File: config.mk
export PLATFORM = sky130hd
export DESIGN_NAME = art_timer
export DESIGN_NICKNAME = d
export VERILOG_FILES = /design/src/verilog/art_pkg.sv /design/src/verilog/art_timer.sv
export SDC_FILE = /design/constraint.sdc
export NUM_CORES = 1
export LEC_CHECK = 0
export BUFFER_PORTS_ARGS = -buffer_cell sky130_fd_sc_hd__buf_4
export CORE_AREA = 2 2 120 111
export DETAILED_ROUTE_END_ITERATION = 8
export DIE_AREA = 0 0 122 113
export SYNTH_ARGS = -nofsm -noshare
export SYNTH_HDL_FRONTEND = slang
export SYNTH_SLANG_ARGS = --single-unit
File: constraint.sdc
create_clock -name clk_sys -period 2.3 [get_ports clk_sys]
set_input_delay 0.46 -clock clk_sys [delete_from_list [all_inputs] [get_ports clk_sys]]
set_output_delay 0.46 -clock clk_sys [all_outputs]
set_load 0.1 [all_outputs]
File: src/verilog/art_pkg.sv
`default_nettype none
package art_pkg;

  // Byte-wide register map.
  localparam logic [7:0] ADDR_TIMER_CONTROL_STATUS = 8'h0D;
  localparam logic [7:0] ADDR_COUNTER_HIGH = 8'h0E;
  localparam logic [7:0] ADDR_COUNTER_LOW = 8'h0F;
  localparam logic [7:0] ADDR_RELOAD_HIGH = 8'h10;
  localparam logic [7:0] ADDR_RELOAD_LOW = 8'h11;
  localparam logic [7:0] ADDR_PWM_OUTPUT_CONTROL = 8'h12;
  localparam logic [7:0] ADDR_PWM_CONTROL_STATUS = 8'h13;
  localparam logic [7:0] ADDR_DUTY_HIGH = 8'h17;
  localparam logic [7:0] ADDR_DUTY_LOW = 8'h18;

  // Field positions in the timer control/status byte.
  localparam int POS_CLOCK_SELECT_LSB = 3;
  localparam int POS_OVERFLOW_FLAG = 2;
  localparam int POS_OVERFLOW_IRQ_ENABLE = 1;
  localparam int POS_COMPARE_IRQ_ENABLE = 0;
  // Field positions in the PWM control/status and output control bytes.
  localparam int POS_OUTPUT_POLARITY = 1;
  localparam int POS_COMPARE_FLAG = 0;
  localparam int POS_PIN_OUTPUT_ENABLE = 0;

  // Reset values and the counter maximum.
  localparam logic [7:0] RESET_BYTE = 8'h00;
  localparam logic [11:0] RESET_COUNT = 12'h000;
  localparam logic [11:0] COUNT_MAX = 12'hFFF;

  // Counter clock source codes.
  localparam logic [1:0] CLOCK_OFF = 2'h0;
  localparam logic [1:0] CLOCK_TIMEBASE = 2'h1;
  localparam logic [1:0] CLOCK_CPU = 2'h2;
  localparam logic [1:0] CLOCK_RESERVED = 2'h3;

  typedef struct packed {
    logic write;
    logic read;
    logic [7:0] addr;
    logic [7:0] wdata;
  } art_bus_req_t;

endpackage : art_pkg
`default_nettype wire

File: src/verilog/art_timer.sv
// Our own choice: the plain strobed port.
`timescale 1ns/1ns
`default_nettype none

// Contract
// - Clock select: 00 stops, 01 timebase ticks, 10 CPU clock, 11 reserved.
// - A new clock select value takes effect at the next overflow, or at once while the counter is stopped (off or reserved).
// - Overflow flag sets on wrap from maximum; reading timer control/status clears it.
// - Overflow flag stays set until the next counter tick or a status read; a stopped counter leaves it set.
// - Overflow interrupt request follows the flag only while its enable is one.
// - Compare interrupt request follows the compare flag only while its enable is one.
// - Read-only 12-bit counter resets to zero and counts each enabled tick.
// - On overflow the counter reloads from the reload value, not zero.
// - Reload value is a writable 12-bit register split into two bytes.
// - Output enable set means PWM duty; clear means output compare on duty value.
// - Polarity bit one inverts the PWM output; reset clears it.
// - Compare flag sets when counter equals compare value; reading PWM status clears it.
// - Output enable clear frees the pin; set drives the PWM signal.
// - Reserved register bits read back as zero.
// - Every register holds zero after reset.
// - Overflow in PWM mode loads shadow duty and drives high; match drives low.
// - Duty high write locks all compares until the duty low write.
// - In output compare mode a written duty value applies at once.
// - Compare stays inactive while the compare value is zero.
module art_timer
  import art_pkg::*;
(
  // Clock and reset.
  input wire logic clk_sys,
  input wire logic resetn,
  // Register port.
  input wire art_bus_req_t busReq,
  output logic [7:0] rdData,
  // Timebase tick from the lite timer, one cycle per timebase period.
  input wire logic timebaseTick,
  // Pin and interrupt requests.
  output logic pwmOutputPin,
  output logic pwmPinEnable,
  output logic overflowIrq,
  output logic compareIrq
);

  // Software-visible state.
  logic [1:0] counterClockSelect;
  logic overflowIrqEnable;
  logic compareIrqEnable;
  logic overflowFlag;
  logic [11:0] reloadValue;
  logic pinOutputEnable;
  logic outputPolarity;
  logic compareFlag;
  logic [3:0] dutyHigh;
  logic [7:0] dutyLow;
  // Internal state.
  logic [1:0] activeClock;
  logic [11:0] counterValue;
  logic [3:0] counterHighCapture;
  logic [11:0] dutyShadow;
  logic compareLocked;
  logic pwmLevel;

  // Address decode.
  wire logic selCsr = busReq.addr == ADDR_TIMER_CONTROL_STATUS;
  wire logic selCntH = busReq.addr == ADDR_COUNTER_HIGH;
  wire logic selCntL = busReq.addr == ADDR_COUNTER_LOW;
  wire logic selRelH = busReq.addr == ADDR_RELOAD_HIGH;
  wire logic selRelL = busReq.addr == ADDR_RELOAD_LOW;
  wire logic selPwmCr = busReq.addr == ADDR_PWM_OUTPUT_CONTROL;
  wire logic selPwmCsr = busReq.addr == ADDR_PWM_CONTROL_STATUS;
  wire logic selDutyH = busReq.addr == ADDR_DUTY_HIGH;
  wire logic selDutyL = busReq.addr == ADDR_DUTY_LOW;

  wire logic wrCsr = busReq.write && selCsr;
  wire logic wrRelH = busReq.write && selRelH;
  wire logic wrRelL = busReq.write && selRelL;
  wire logic wrPwmCr = busReq.write && selPwmCr;
  wire logic wrPwmCsr = busReq.write && selPwmCsr;
  wire logic wrDutyH = busReq.write && selDutyH;
  wire logic wrDutyL = busReq.write && selDutyL;
  wire logic rdCsr = busReq.read && selCsr;
  wire logic rdCntL = busReq.read && selCntL;
  wire logic rdPwmCsr = busReq.read && selPwmCsr;

  // Counter clock enable; the reserved code behaves like off.
  wire logic tick = (activeClock == CLOCK_CPU) ||
                    ((activeClock == CLOCK_TIMEBASE) && timebaseTick);
  wire logic atMax = counterValue == COUNT_MAX;
  wire logic overflowEvent = tick && atMax;
  wire logic [11:0] next_counterValue = overflowEvent ? reloadValue :
                                        (counterValue + 12'h001);

  // The shadow follows the duty bytes at every overflow, even mid-update.
  wire logic [11:0] dutyValue = {dutyHigh, dutyLow};
  wire logic [11:0] next_dutyShadow = overflowEvent ? dutyValue : dutyShadow;
  // PWM mode compares against the shadow, compare mode against the live value.
  wire logic [11:0] compareValue = pinOutputEnable ? next_dutyShadow : dutyValue;
  // The match is taken on the tick that brings the counter onto the value.
  wire logic matchEvent = tick && !compareLocked && (compareValue != 12'h000) &&
                          (next_counterValue == compareValue);

  // A stopped counter cannot overflow, so a select written while stopped,
  // whether off or on the reserved code, is applied at once; otherwise the
  // counter could never be started again.
  wire logic counterRunning = (activeClock == CLOCK_CPU) || (activeClock == CLOCK_TIMEBASE);
  wire logic applyClock = overflowEvent || !counterRunning;

  // Read data selection; unmapped addresses and reserved bits read as zero.
  wire logic [7:0] csrByte = {3'h0, counterClockSelect, overflowFlag,
                              overflowIrqEnable, compareIrqEnable};
  wire logic [7:0] next_rdData =
      selCsr ? csrByte :
      selCntH ? {4'h0, counterHighCapture} :
      selCntL ? counterValue[7:0] :
      selRelH ? {4'h0, reloadValue[11:8]} :
      selRelL ? reloadValue[7:0] :
      selPwmCr ? {7'h00, pinOutputEnable} :
      selPwmCsr ? {6'h00, outputPolarity, compareFlag} :
      selDutyH ? {4'h0, dutyHigh} :
      selDutyL ? dutyLow : RESET_BYTE;

  // Register port: read data stand only in the cycle after the strobe.
  always_ff @(posedge clk_sys) begin
    if (!resetn) begin
      rdData <= RESET_BYTE;
    end else begin
      rdData <= busReq.read ? next_rdData : RESET_BYTE;
    end
  end

  // Timer control bits.
  always_ff @(posedge clk_sys) begin
    if (!resetn) begin
      counterClockSelect <= CLOCK_OFF;
      overflowIrqEnable <= 1'b0;
      compareIrqEnable <= 1'b0;
      activeClock <= CLOCK_OFF;
    end else begin
      if (wrCsr) begin
        counterClockSelect <= busReq.wdata[POS_CLOCK_SELECT_LSB +: 2];
        overflowIrqEnable <= busReq.wdata[POS_OVERFLOW_IRQ_ENABLE];
        compareIrqEnable <= busReq.wdata[POS_COMPARE_IRQ_ENABLE];
      end
      if (applyClock) begin
        activeClock <= counterClockSelect;
      end
    end
  end

  // Overflow flag: set wins over both the read clear and the next tick.
  always_ff @(posedge clk_sys) begin
    if (!resetn) begin
      overflowFlag <= 1'b0;
    end else if (overflowEvent) begin
      overflowFlag <= 1'b1;
    end else if (rdCsr || tick) begin
      overflowFlag <= 1'b0;
    end
  end

  // Counter and its high-byte capture.
  always_ff @(posedge clk_sys) begin
    if (!resetn) begin
      counterValue <= RESET_COUNT;
      counterHighCapture <= 4'h0;
    end else begin
      if (tick) begin
        counterValue <= next_counterValue;
      end
      if (rdCntL) begin
        counterHighCapture <= counterValue[11:8];
      end
    end
  end

  // Reload value and output control.
  always_ff @(posedge clk_sys) begin
    if (!resetn) begin
      reloadValue <= RESET_COUNT;
      pinOutputEnable <= 1'b0;
      outputPolarity <= 1'b0;
    end else begin
      if (wrRelH) begin
        reloadValue[11:8] <= busReq.wdata[3:0];
      end
      if (wrRelL) begin
        reloadValue[7:0] <= busReq.wdata;
      end
      if (wrPwmCr) begin
        pinOutputEnable <= busReq.wdata[POS_PIN_OUTPUT_ENABLE];
      end
      if (wrPwmCsr) begin
        outputPolarity <= busReq.wdata[POS_OUTPUT_POLARITY];
      end
    end
  end

  // Duty bytes and the lock between the high and the low write.
  always_ff @(posedge clk_sys) begin
    if (!resetn) begin
      dutyHigh <= 4'h0;
      dutyLow <= RESET_BYTE;
      dutyShadow <= RESET_COUNT;
      compareLocked <= 1'b0;
    end else begin
      dutyShadow <= next_dutyShadow;
      if (wrDutyH) begin
        dutyHigh <= busReq.wdata[3:0];
        compareLocked <= 1'b1;
      end
      if (wrDutyL) begin
        dutyLow <= busReq.wdata;
        compareLocked <= 1'b0;
      end
    end
  end

  // Compare flag: a match in the cycle of the clearing read is kept.
  always_ff @(posedge clk_sys) begin
    if (!resetn) begin
      compareFlag <= 1'b0;
    end else if (matchEvent) begin
      compareFlag <= 1'b1;
    end else if (rdPwmCsr) begin
      compareFlag <= 1'b0;
    end
  end

  // PWM waveform. When duty equals reload the match beats the overflow,
  // giving a constant low that the polarity bit can turn into full duty.
  always_ff @(posedge clk_sys) begin
    if (!resetn) begin
      pwmLevel <= 1'b0;
    end else if (matchEvent && pinOutputEnable) begin
      pwmLevel <= 1'b0;
    end else if (overflowEvent) begin
      pwmLevel <= 1'b1;
    end
  end

  assign pwmPinEnable = pinOutputEnable;
  assign pwmOutputPin = pinOutputEnable && (pwmLevel ^ outputPolarity);
  assign overflowIrq = overflowFlag && overflowIrqEnable;
  assign compareIrq = compareFlag && compareIrqEnable;

  chk_clock_apply_overflow: assert property (
    @(posedge clk_sys) disable iff (!resetn)
    counterRunning && !overflowEvent |=> $stable(activeClock))
    else $error("clock source changed without an overflow");

  chk_overflow_wraps_reload: assert property (
    @(posedge clk_sys) disable iff (!resetn)
    overflowEvent |=> (counterValue == $past(reloadValue)) && overflowFlag)
    else $error("overflow did not reload the counter or set the flag");

  chk_overflow_one_period: assert property (
    @(posedge clk_sys) disable iff (!resetn)
    overflowFlag && tick && !overflowEvent |=> !overflowFlag)
    else $error("overflow flag outlived one counter period");

  chk_counter_stopped: assert property (
    @(posedge clk_sys) disable iff (!resetn)
    (activeClock == CLOCK_OFF) || (activeClock == CLOCK_RESERVED) |=> $stable(counterValue))
    else $error("counter moved with no clock source");

  chk_counter_increments: assert property (
    @(posedge clk_sys) disable iff (!resetn)
    (activeClock == CLOCK_CPU) && !atMax |=> counterValue == $past(counterValue) + 12'h001)
    else $error("counter failed to count on the CPU clock");

  chk_irq_overflow_gate: assert property (
    @(posedge clk_sys) disable iff (!resetn)
    overflowEvent && overflowIrqEnable && !wrCsr |=> overflowIrq)
    else $error("enabled overflow raised no request");

  chk_lock_no_compare: assert property (
    @(posedge clk_sys) disable iff (!resetn)
    wrDutyH && !wrDutyL ##1 (compareLocked && !wrDutyL) [*2] |-> !matchEvent)
    else $error("compare fired while the duty update was open");

  chk_zero_no_flag: assert property (
    @(posedge clk_sys) disable iff (!resetn)
    !compareFlag && (compareValue == 12'h000) |=> !compareFlag)
    else $error("compare flag raised for a zero compare value");

  chk_flag_read_clear: assert property (
    @(posedge clk_sys) disable iff (!resetn)
    rdPwmCsr && !matchEvent |=> !compareFlag ##0 rdData[POS_COMPARE_FLAG] == $past(compareFlag))
    else $error("compare flag read clear misbehaved");

  chk_pin_released: assert property (
    @(posedge clk_sys) disable iff (!resetn)
    !pinOutputEnable |-> !pwmOutputPin && !pwmPinEnable)
    else $error("pin driven with output disabled");

  chk_pwm_high_overflow: assert property (
    @(posedge clk_sys) disable iff (!resetn)
    overflowEvent && pinOutputEnable && !matchEvent |=> pwmOutputPin == !outputPolarity)
    else $error("PWM output not raised at overflow");

  chk_high_capture: assert property (
    @(posedge clk_sys) disable iff (!resetn)
    rdCntL ##1 (busReq.read && selCntH) |=> rdData[3:0] == $past(counterValue[11:8], 2))
    else $error("counter high byte not consistent with low byte");

  chk_read_clears_overflow: assert property (
    @(posedge clk_sys) disable iff (!resetn)
    rdCsr && !overflowEvent |=> !overflowFlag)
    else $error("overflow flag survived a status read");

  chk_compare_irq_gate: assert property (
    @(posedge clk_sys) disable iff (!resetn)
    matchEvent && compareIrqEnable && !wrCsr |=> compareIrq)
    else $error("enabled compare raised no request");

  chk_duty_high_locks: assert property (
    @(posedge clk_sys) disable iff (!resetn)
    wrDutyH |=> compareLocked)
    else $error("duty high write did not lock the compare");

  chk_shadow_at_overflow: assert property (
    @(posedge clk_sys) disable iff (!resetn)
    overflowEvent |=> dutyShadow == $past(dutyValue))
    else $error("shadow duty not loaded at overflow");

  chk_compare_live_value: assert property (
    @(posedge clk_sys) disable iff (!resetn)
    matchEvent && !pinOutputEnable |=> counterValue == $past(dutyValue))
    else $error("output compare did not use the live duty value");

  chk_pwm_low_match: assert property (
    @(posedge clk_sys) disable iff (!resetn)
    matchEvent && pinOutputEnable && !wrPwmCr |=> pwmOutputPin == outputPolarity)
    else $error("PWM output not lowered at the match");

  chk_reset_clears_all: assert property (
    @(posedge clk_sys)
    !resetn |=> (counterValue == RESET_COUNT) && (rdData == RESET_BYTE) &&
                !overflowIrq && !compareIrq && !pwmPinEnable)
    else $error("state not cleared by reset");

  chk_timebase_stall: assert property (
    @(posedge clk_sys) disable iff (!resetn)
    (activeClock == CLOCK_TIMEBASE) && !timebaseTick |=> $stable(counterValue))
    else $error("counter moved without a timebase tick");

  chk_reserved_high_nibble: assert property (
    @(posedge clk_sys) disable iff (!resetn)
    busReq.read && (selCntH || selRelH || selDutyH) |=> rdData[7:4] == 4'h0)
    else $error("reserved high bits read back nonzero");

endmodule : art_timer
`default_nettype wire

==> flow_summary.yaml <==
clock_network:
  ctsRootBufferMaster: "clkbuf_16"
  htreeDepth: 3
  cts_tree: "yes"
  clock-sinks: 72
  cts.path.max_buffers: 2
  clock_transition_at_the_register_clock_pins_on_the_worst_setup_and_hold_paths_after_cts_ps: 60
  worstSkewPairLatency_ps: 350
  cts-buffers-inserted: 9
  cts_hold_buffers: 0
timing:
  finalSetupViolations: 2
  setup_ws_ps: -73.1
  timing.max_slew.rel_slack_pct: 57.5
  timing_hold_violations_final: 0
  final_max_slew_viols: 0
  fin_worst_skew_ps: 8.46
  final.hold.worst_slack_ps: 389
  timing.final.crit_share_pct: 103
  fmax_mhz: 421
  unrepaired_setup_endpoints_after_global_routing: "true"
  transition_time_at_the_pin_with_the_least_slew_margin_ps: 637
  timing.setup.tns_ps: -145
  timing.final.crit_period_ps: 2370
drt:
  drt-vias-per-instance: 5.48
  drc: 0
  drt_iter0_drc: 333
  wire_per_inst_um: 18.5
  length_of_the_first_detailed_routing_pass_in_iterations: 5
  antenna_violating_nets_post_route: 0
  dr_total_vias: 4266
  routed_wl_um: 14400
placed_design:
  post-place-ws_ps: -252
  place.detailed.instances: 758
  portBuffers: 32
  dpl_cell_area_um2: 4830
  weighted_congestion_reported_at_the_end_of_routability_driven_placement: 0.946
  estimated_wirelength_of_the_detail_placed_design_um: 11000
global_routing:
  vias_in_the_first_global_route: 4152
  grt_max_degree: 59
  grt_pass1_wl_um: 23100
  grt_overflow: 0
  grt_antenna_before_repair: 0
  grt_use_total_pct: 21.9
logic_synthesis:
  synth_xor_area_share_pct: 5.81
  synth_top_family_by_area: "simple AND/OR/NAND/NOR gates"
  netlist_top_cells_area: "dfxtp_1 (37%), a21oi_1 (9.7%), nand2_1 (8.5%), nand3_1 (6.4%), xnor2_1 (4.5%)"
  synth.mux.area_fraction_pct: 2.58
  synthesis.area_um2: 3920
  synth-seq-cells: 72
  synth.yosys.warnings: 0
  synth_cells: 523
  synth_top_area_share_pct: 36.7
  synth_edf_count: 0
  synthAdderAreaFrac_pct: 0.957
  synthDominantAreaCellType: "dfxtp_1"
  post_synth.cell_area_avg_um2: 7.50
  netlist-cell-type-count: 54
  yosys.area_share.simple_pct: 27.7
  synth_compound_gate_area_share_pct: 21.7
  ys.flop_type: "dfxtp_1"
  syn_nets: 547
  seq_area_frac_synth_pct: 36.7
  synth_async_sr_flop_share_pct: 0
layout:
  postLayoutCellArea_um2: 5310
  syn2layout_area_growth_pct: 35.3
  drive_gt1_share_pct: 26.3
  final_cell_count_no_fill: 779
  antenna_cell_count: 0
  design.final.nets: 634
critical_path:
  timing.reg2reg.setup_slack_ps: -70
  timing_worst_setup_path_type: "reg2reg"
  critPathRequiredTime_ps: 2590
  timing.reg2reg.worst_path_depth: 8
  worst-endpoint-arrival_ps: 2660
  worst_setup_path_end_kind: "flip-flop"
  worst_setup_path_start_kind: "flip-flop"
  worst_r2r_end: "compareFlag"
  r2r-start: "counterValue[1]"
  crit_fanout: 5
power_and_ir_drop:
  power.static_leakage_nw: 1.88
  vdd.ir_drop.worst_mv: 0.300
  cellPowerDensity_nw_per_um2: 550
run_status:
  run_status: "finished with violations"
  violated_checks: "setup timing"
min_path:
  worstHoldStart: "busReq[6]"
  min_delay_worst_endpoint: "dutyLow[6]"
  whs_path_depth: 3
  hold_class: "in2reg"
floorplanning:
  chipWidth_um: 122
  die_area_um2: 13800
  design.portCount: 33
  rows: 39
  die_h_um: 113
  starting_density_of_the_core_pct: 31.5
  core_area_um2: 12400
flow_run:
  max-cap-violations: 0
-- registers in the layout, indices dropped and copies added, names as in the netlist --
name / count
counterValue: 12
dutyShadow: 12
reloadValue: 12
dutyLow: 8
rdData: 8
counterHighCapture: 4
dutyHigh: 4
activeClock: 2
counterClockSelect: 2
compareFlag: 1
compareIrqEnable: 1
compareLocked: 1
outputPolarity: 1
overflowFlag: 1
overflowIrqEnable: 1
pwmLevel: 1
pwmPinEnable: 1
-- power breakdown --
part	switching (W)	internal, W	total (W)	leakage (nW)
sequential	0.00000143	0.00125	0.00125	0.585
clock	0.000593	0.000965	0.00156	0.162
combinational	0.0000735	0.0000407	0.000114	1.13
total	0.000667	0.00225	0.00292	1.88
-- critical path: stages, from the launching register on --
cell	delay, ps
dfxtp_2	350
ha_4	190
nand3_4	120
o41ai_4	510
mux2i_1	310
xnor2_1	160
nand4_1	150
nor4b_2	370
o21a_1	160
-- how the worst max path moves through the flow --
stage | startpoint | to | slack (ps) | cells past startpoint
4_1_cts | counterValue[0] | compareFlag | -30 | 9
5_1_grt | counterValue[7] | compareFlag | -160 | 7
6_report | counterValue[1] | compareFlag | -70 | 8
3_5_place_dp | activeClock[1] | pwmLevel | -250 | 9
2_1_floorplan | counterValue[0] | pwmLevel | 20 | 10
3_3_place_gp | counterValue[0] | pwmLevel | -210 | 8
-- repair_timing --
action,4_1_cts,5_1_grt
buffers inserted,2,4
resized for setup,19,13
hold endpoints to repair,0,0
setup endpoints to repair,2,2
pin swaps,8,10
gates cloned,0,0
-- cell usage after synthesis (all sizes together) (2+ instances only) --
| cell | number |
|---|---|
| nand2 | 89 |
| a21oi | 76 |
| dfxtp | 72 |
| nand3 | 50 |
| nor2 | 36 |
| clkbuf | 27 |
| o21ai | 20 |
| xnor2 | 20 |
| nor3 | 18 |
| nor4 | 11 |
| mux2i | 9 |
| buf | 8 |
| inv | 8 |
| a31oi | 7 |
| xor2 | 6 |
| nand4 | 5 |
| a211oi | 4 |
| a221oi | 4 |
| a222oi | 4 |
| a311oi | 4 |
| and2 | 4 |
| nand2b | 4 |
| or3 | 4 |
| a22oi | 3 |
| and3 | 3 |
| ha | 3 |
| a21boi | 2 |
| a221o | 2 |
| nor2b | 2 |
| o21a | 2 |
| o311ai | 2 |
-- cells by family after synthesis --
logic type | count (synthesis)
and+or+nand+nor | 230
muxes | 10
buffers and inverters | 43
adders and majority gates | 3
xor gates and xnor gates | 26
AOI/OAI and AO/OA | 139
DFF | 72
-- layout by cell type (no fill, tap or decap), types with 6 or more instances in the layout --
| master | netlist | final |
|---|---|---|
| xor2_1 | 6 | 6 |
| nor3_1 | 17 | 16 |
| mux2i_1 | 9 | 8 |
| inv_1 | 8 | 8 |
| buf_4 | 1 | 106 |
| nand3_1 | 50 | 48 |
| nor2_1 | 36 | 35 |
| xnor2_1 | 20 | 19 |
| dfxtp_1 | 72 | 62 |
| nand2_1 | 89 | 87 |
| nor4_1 | 10 | 7 |
| o21ai_0 | 18 | 16 |
| a31oi_1 | 7 | 7 |
| a21oi_1 | 76 | 74 |
| clkbuf_16 | 0 | 9 |
| dfxtp_2 | 0 | 8 |
-- final cells by class --
cell class / count / area, um^2
fillers: 1263 / 7140
repair buffers: 111 / 863
clock inverters: 7 / 103
flip-flops and latches: 72 / 1460
inverters: 8 / 30.0
well taps: 164 / 205
multi-input cells: 408 / 2420
clock buffers: 9 / 225
-- per-stage QoR --
| step | util, % | total power, W |
|---|---|---|
| floorplan | - | 0.00133 |
| global placement | 38.8 | 0.00139 |
| detailed placement | 38.8 | 0.00139 |
| CTS | 42.3 | 0.00295 |
| global route | 42.7 | 0.00302 |
| finish | 42.7 | 0.00292 |
-- routing by layer --
metal	track usage (%)	wire length, um	vias to the layer above
li1	-	-	2056
met1	31.5	6880	2033
met4	5.75	289	0
met3	4.23	944	28
met2	33.4	6270	149
met5	0	0	-
No activity file was read; power rests on OpenSTA's default activity.
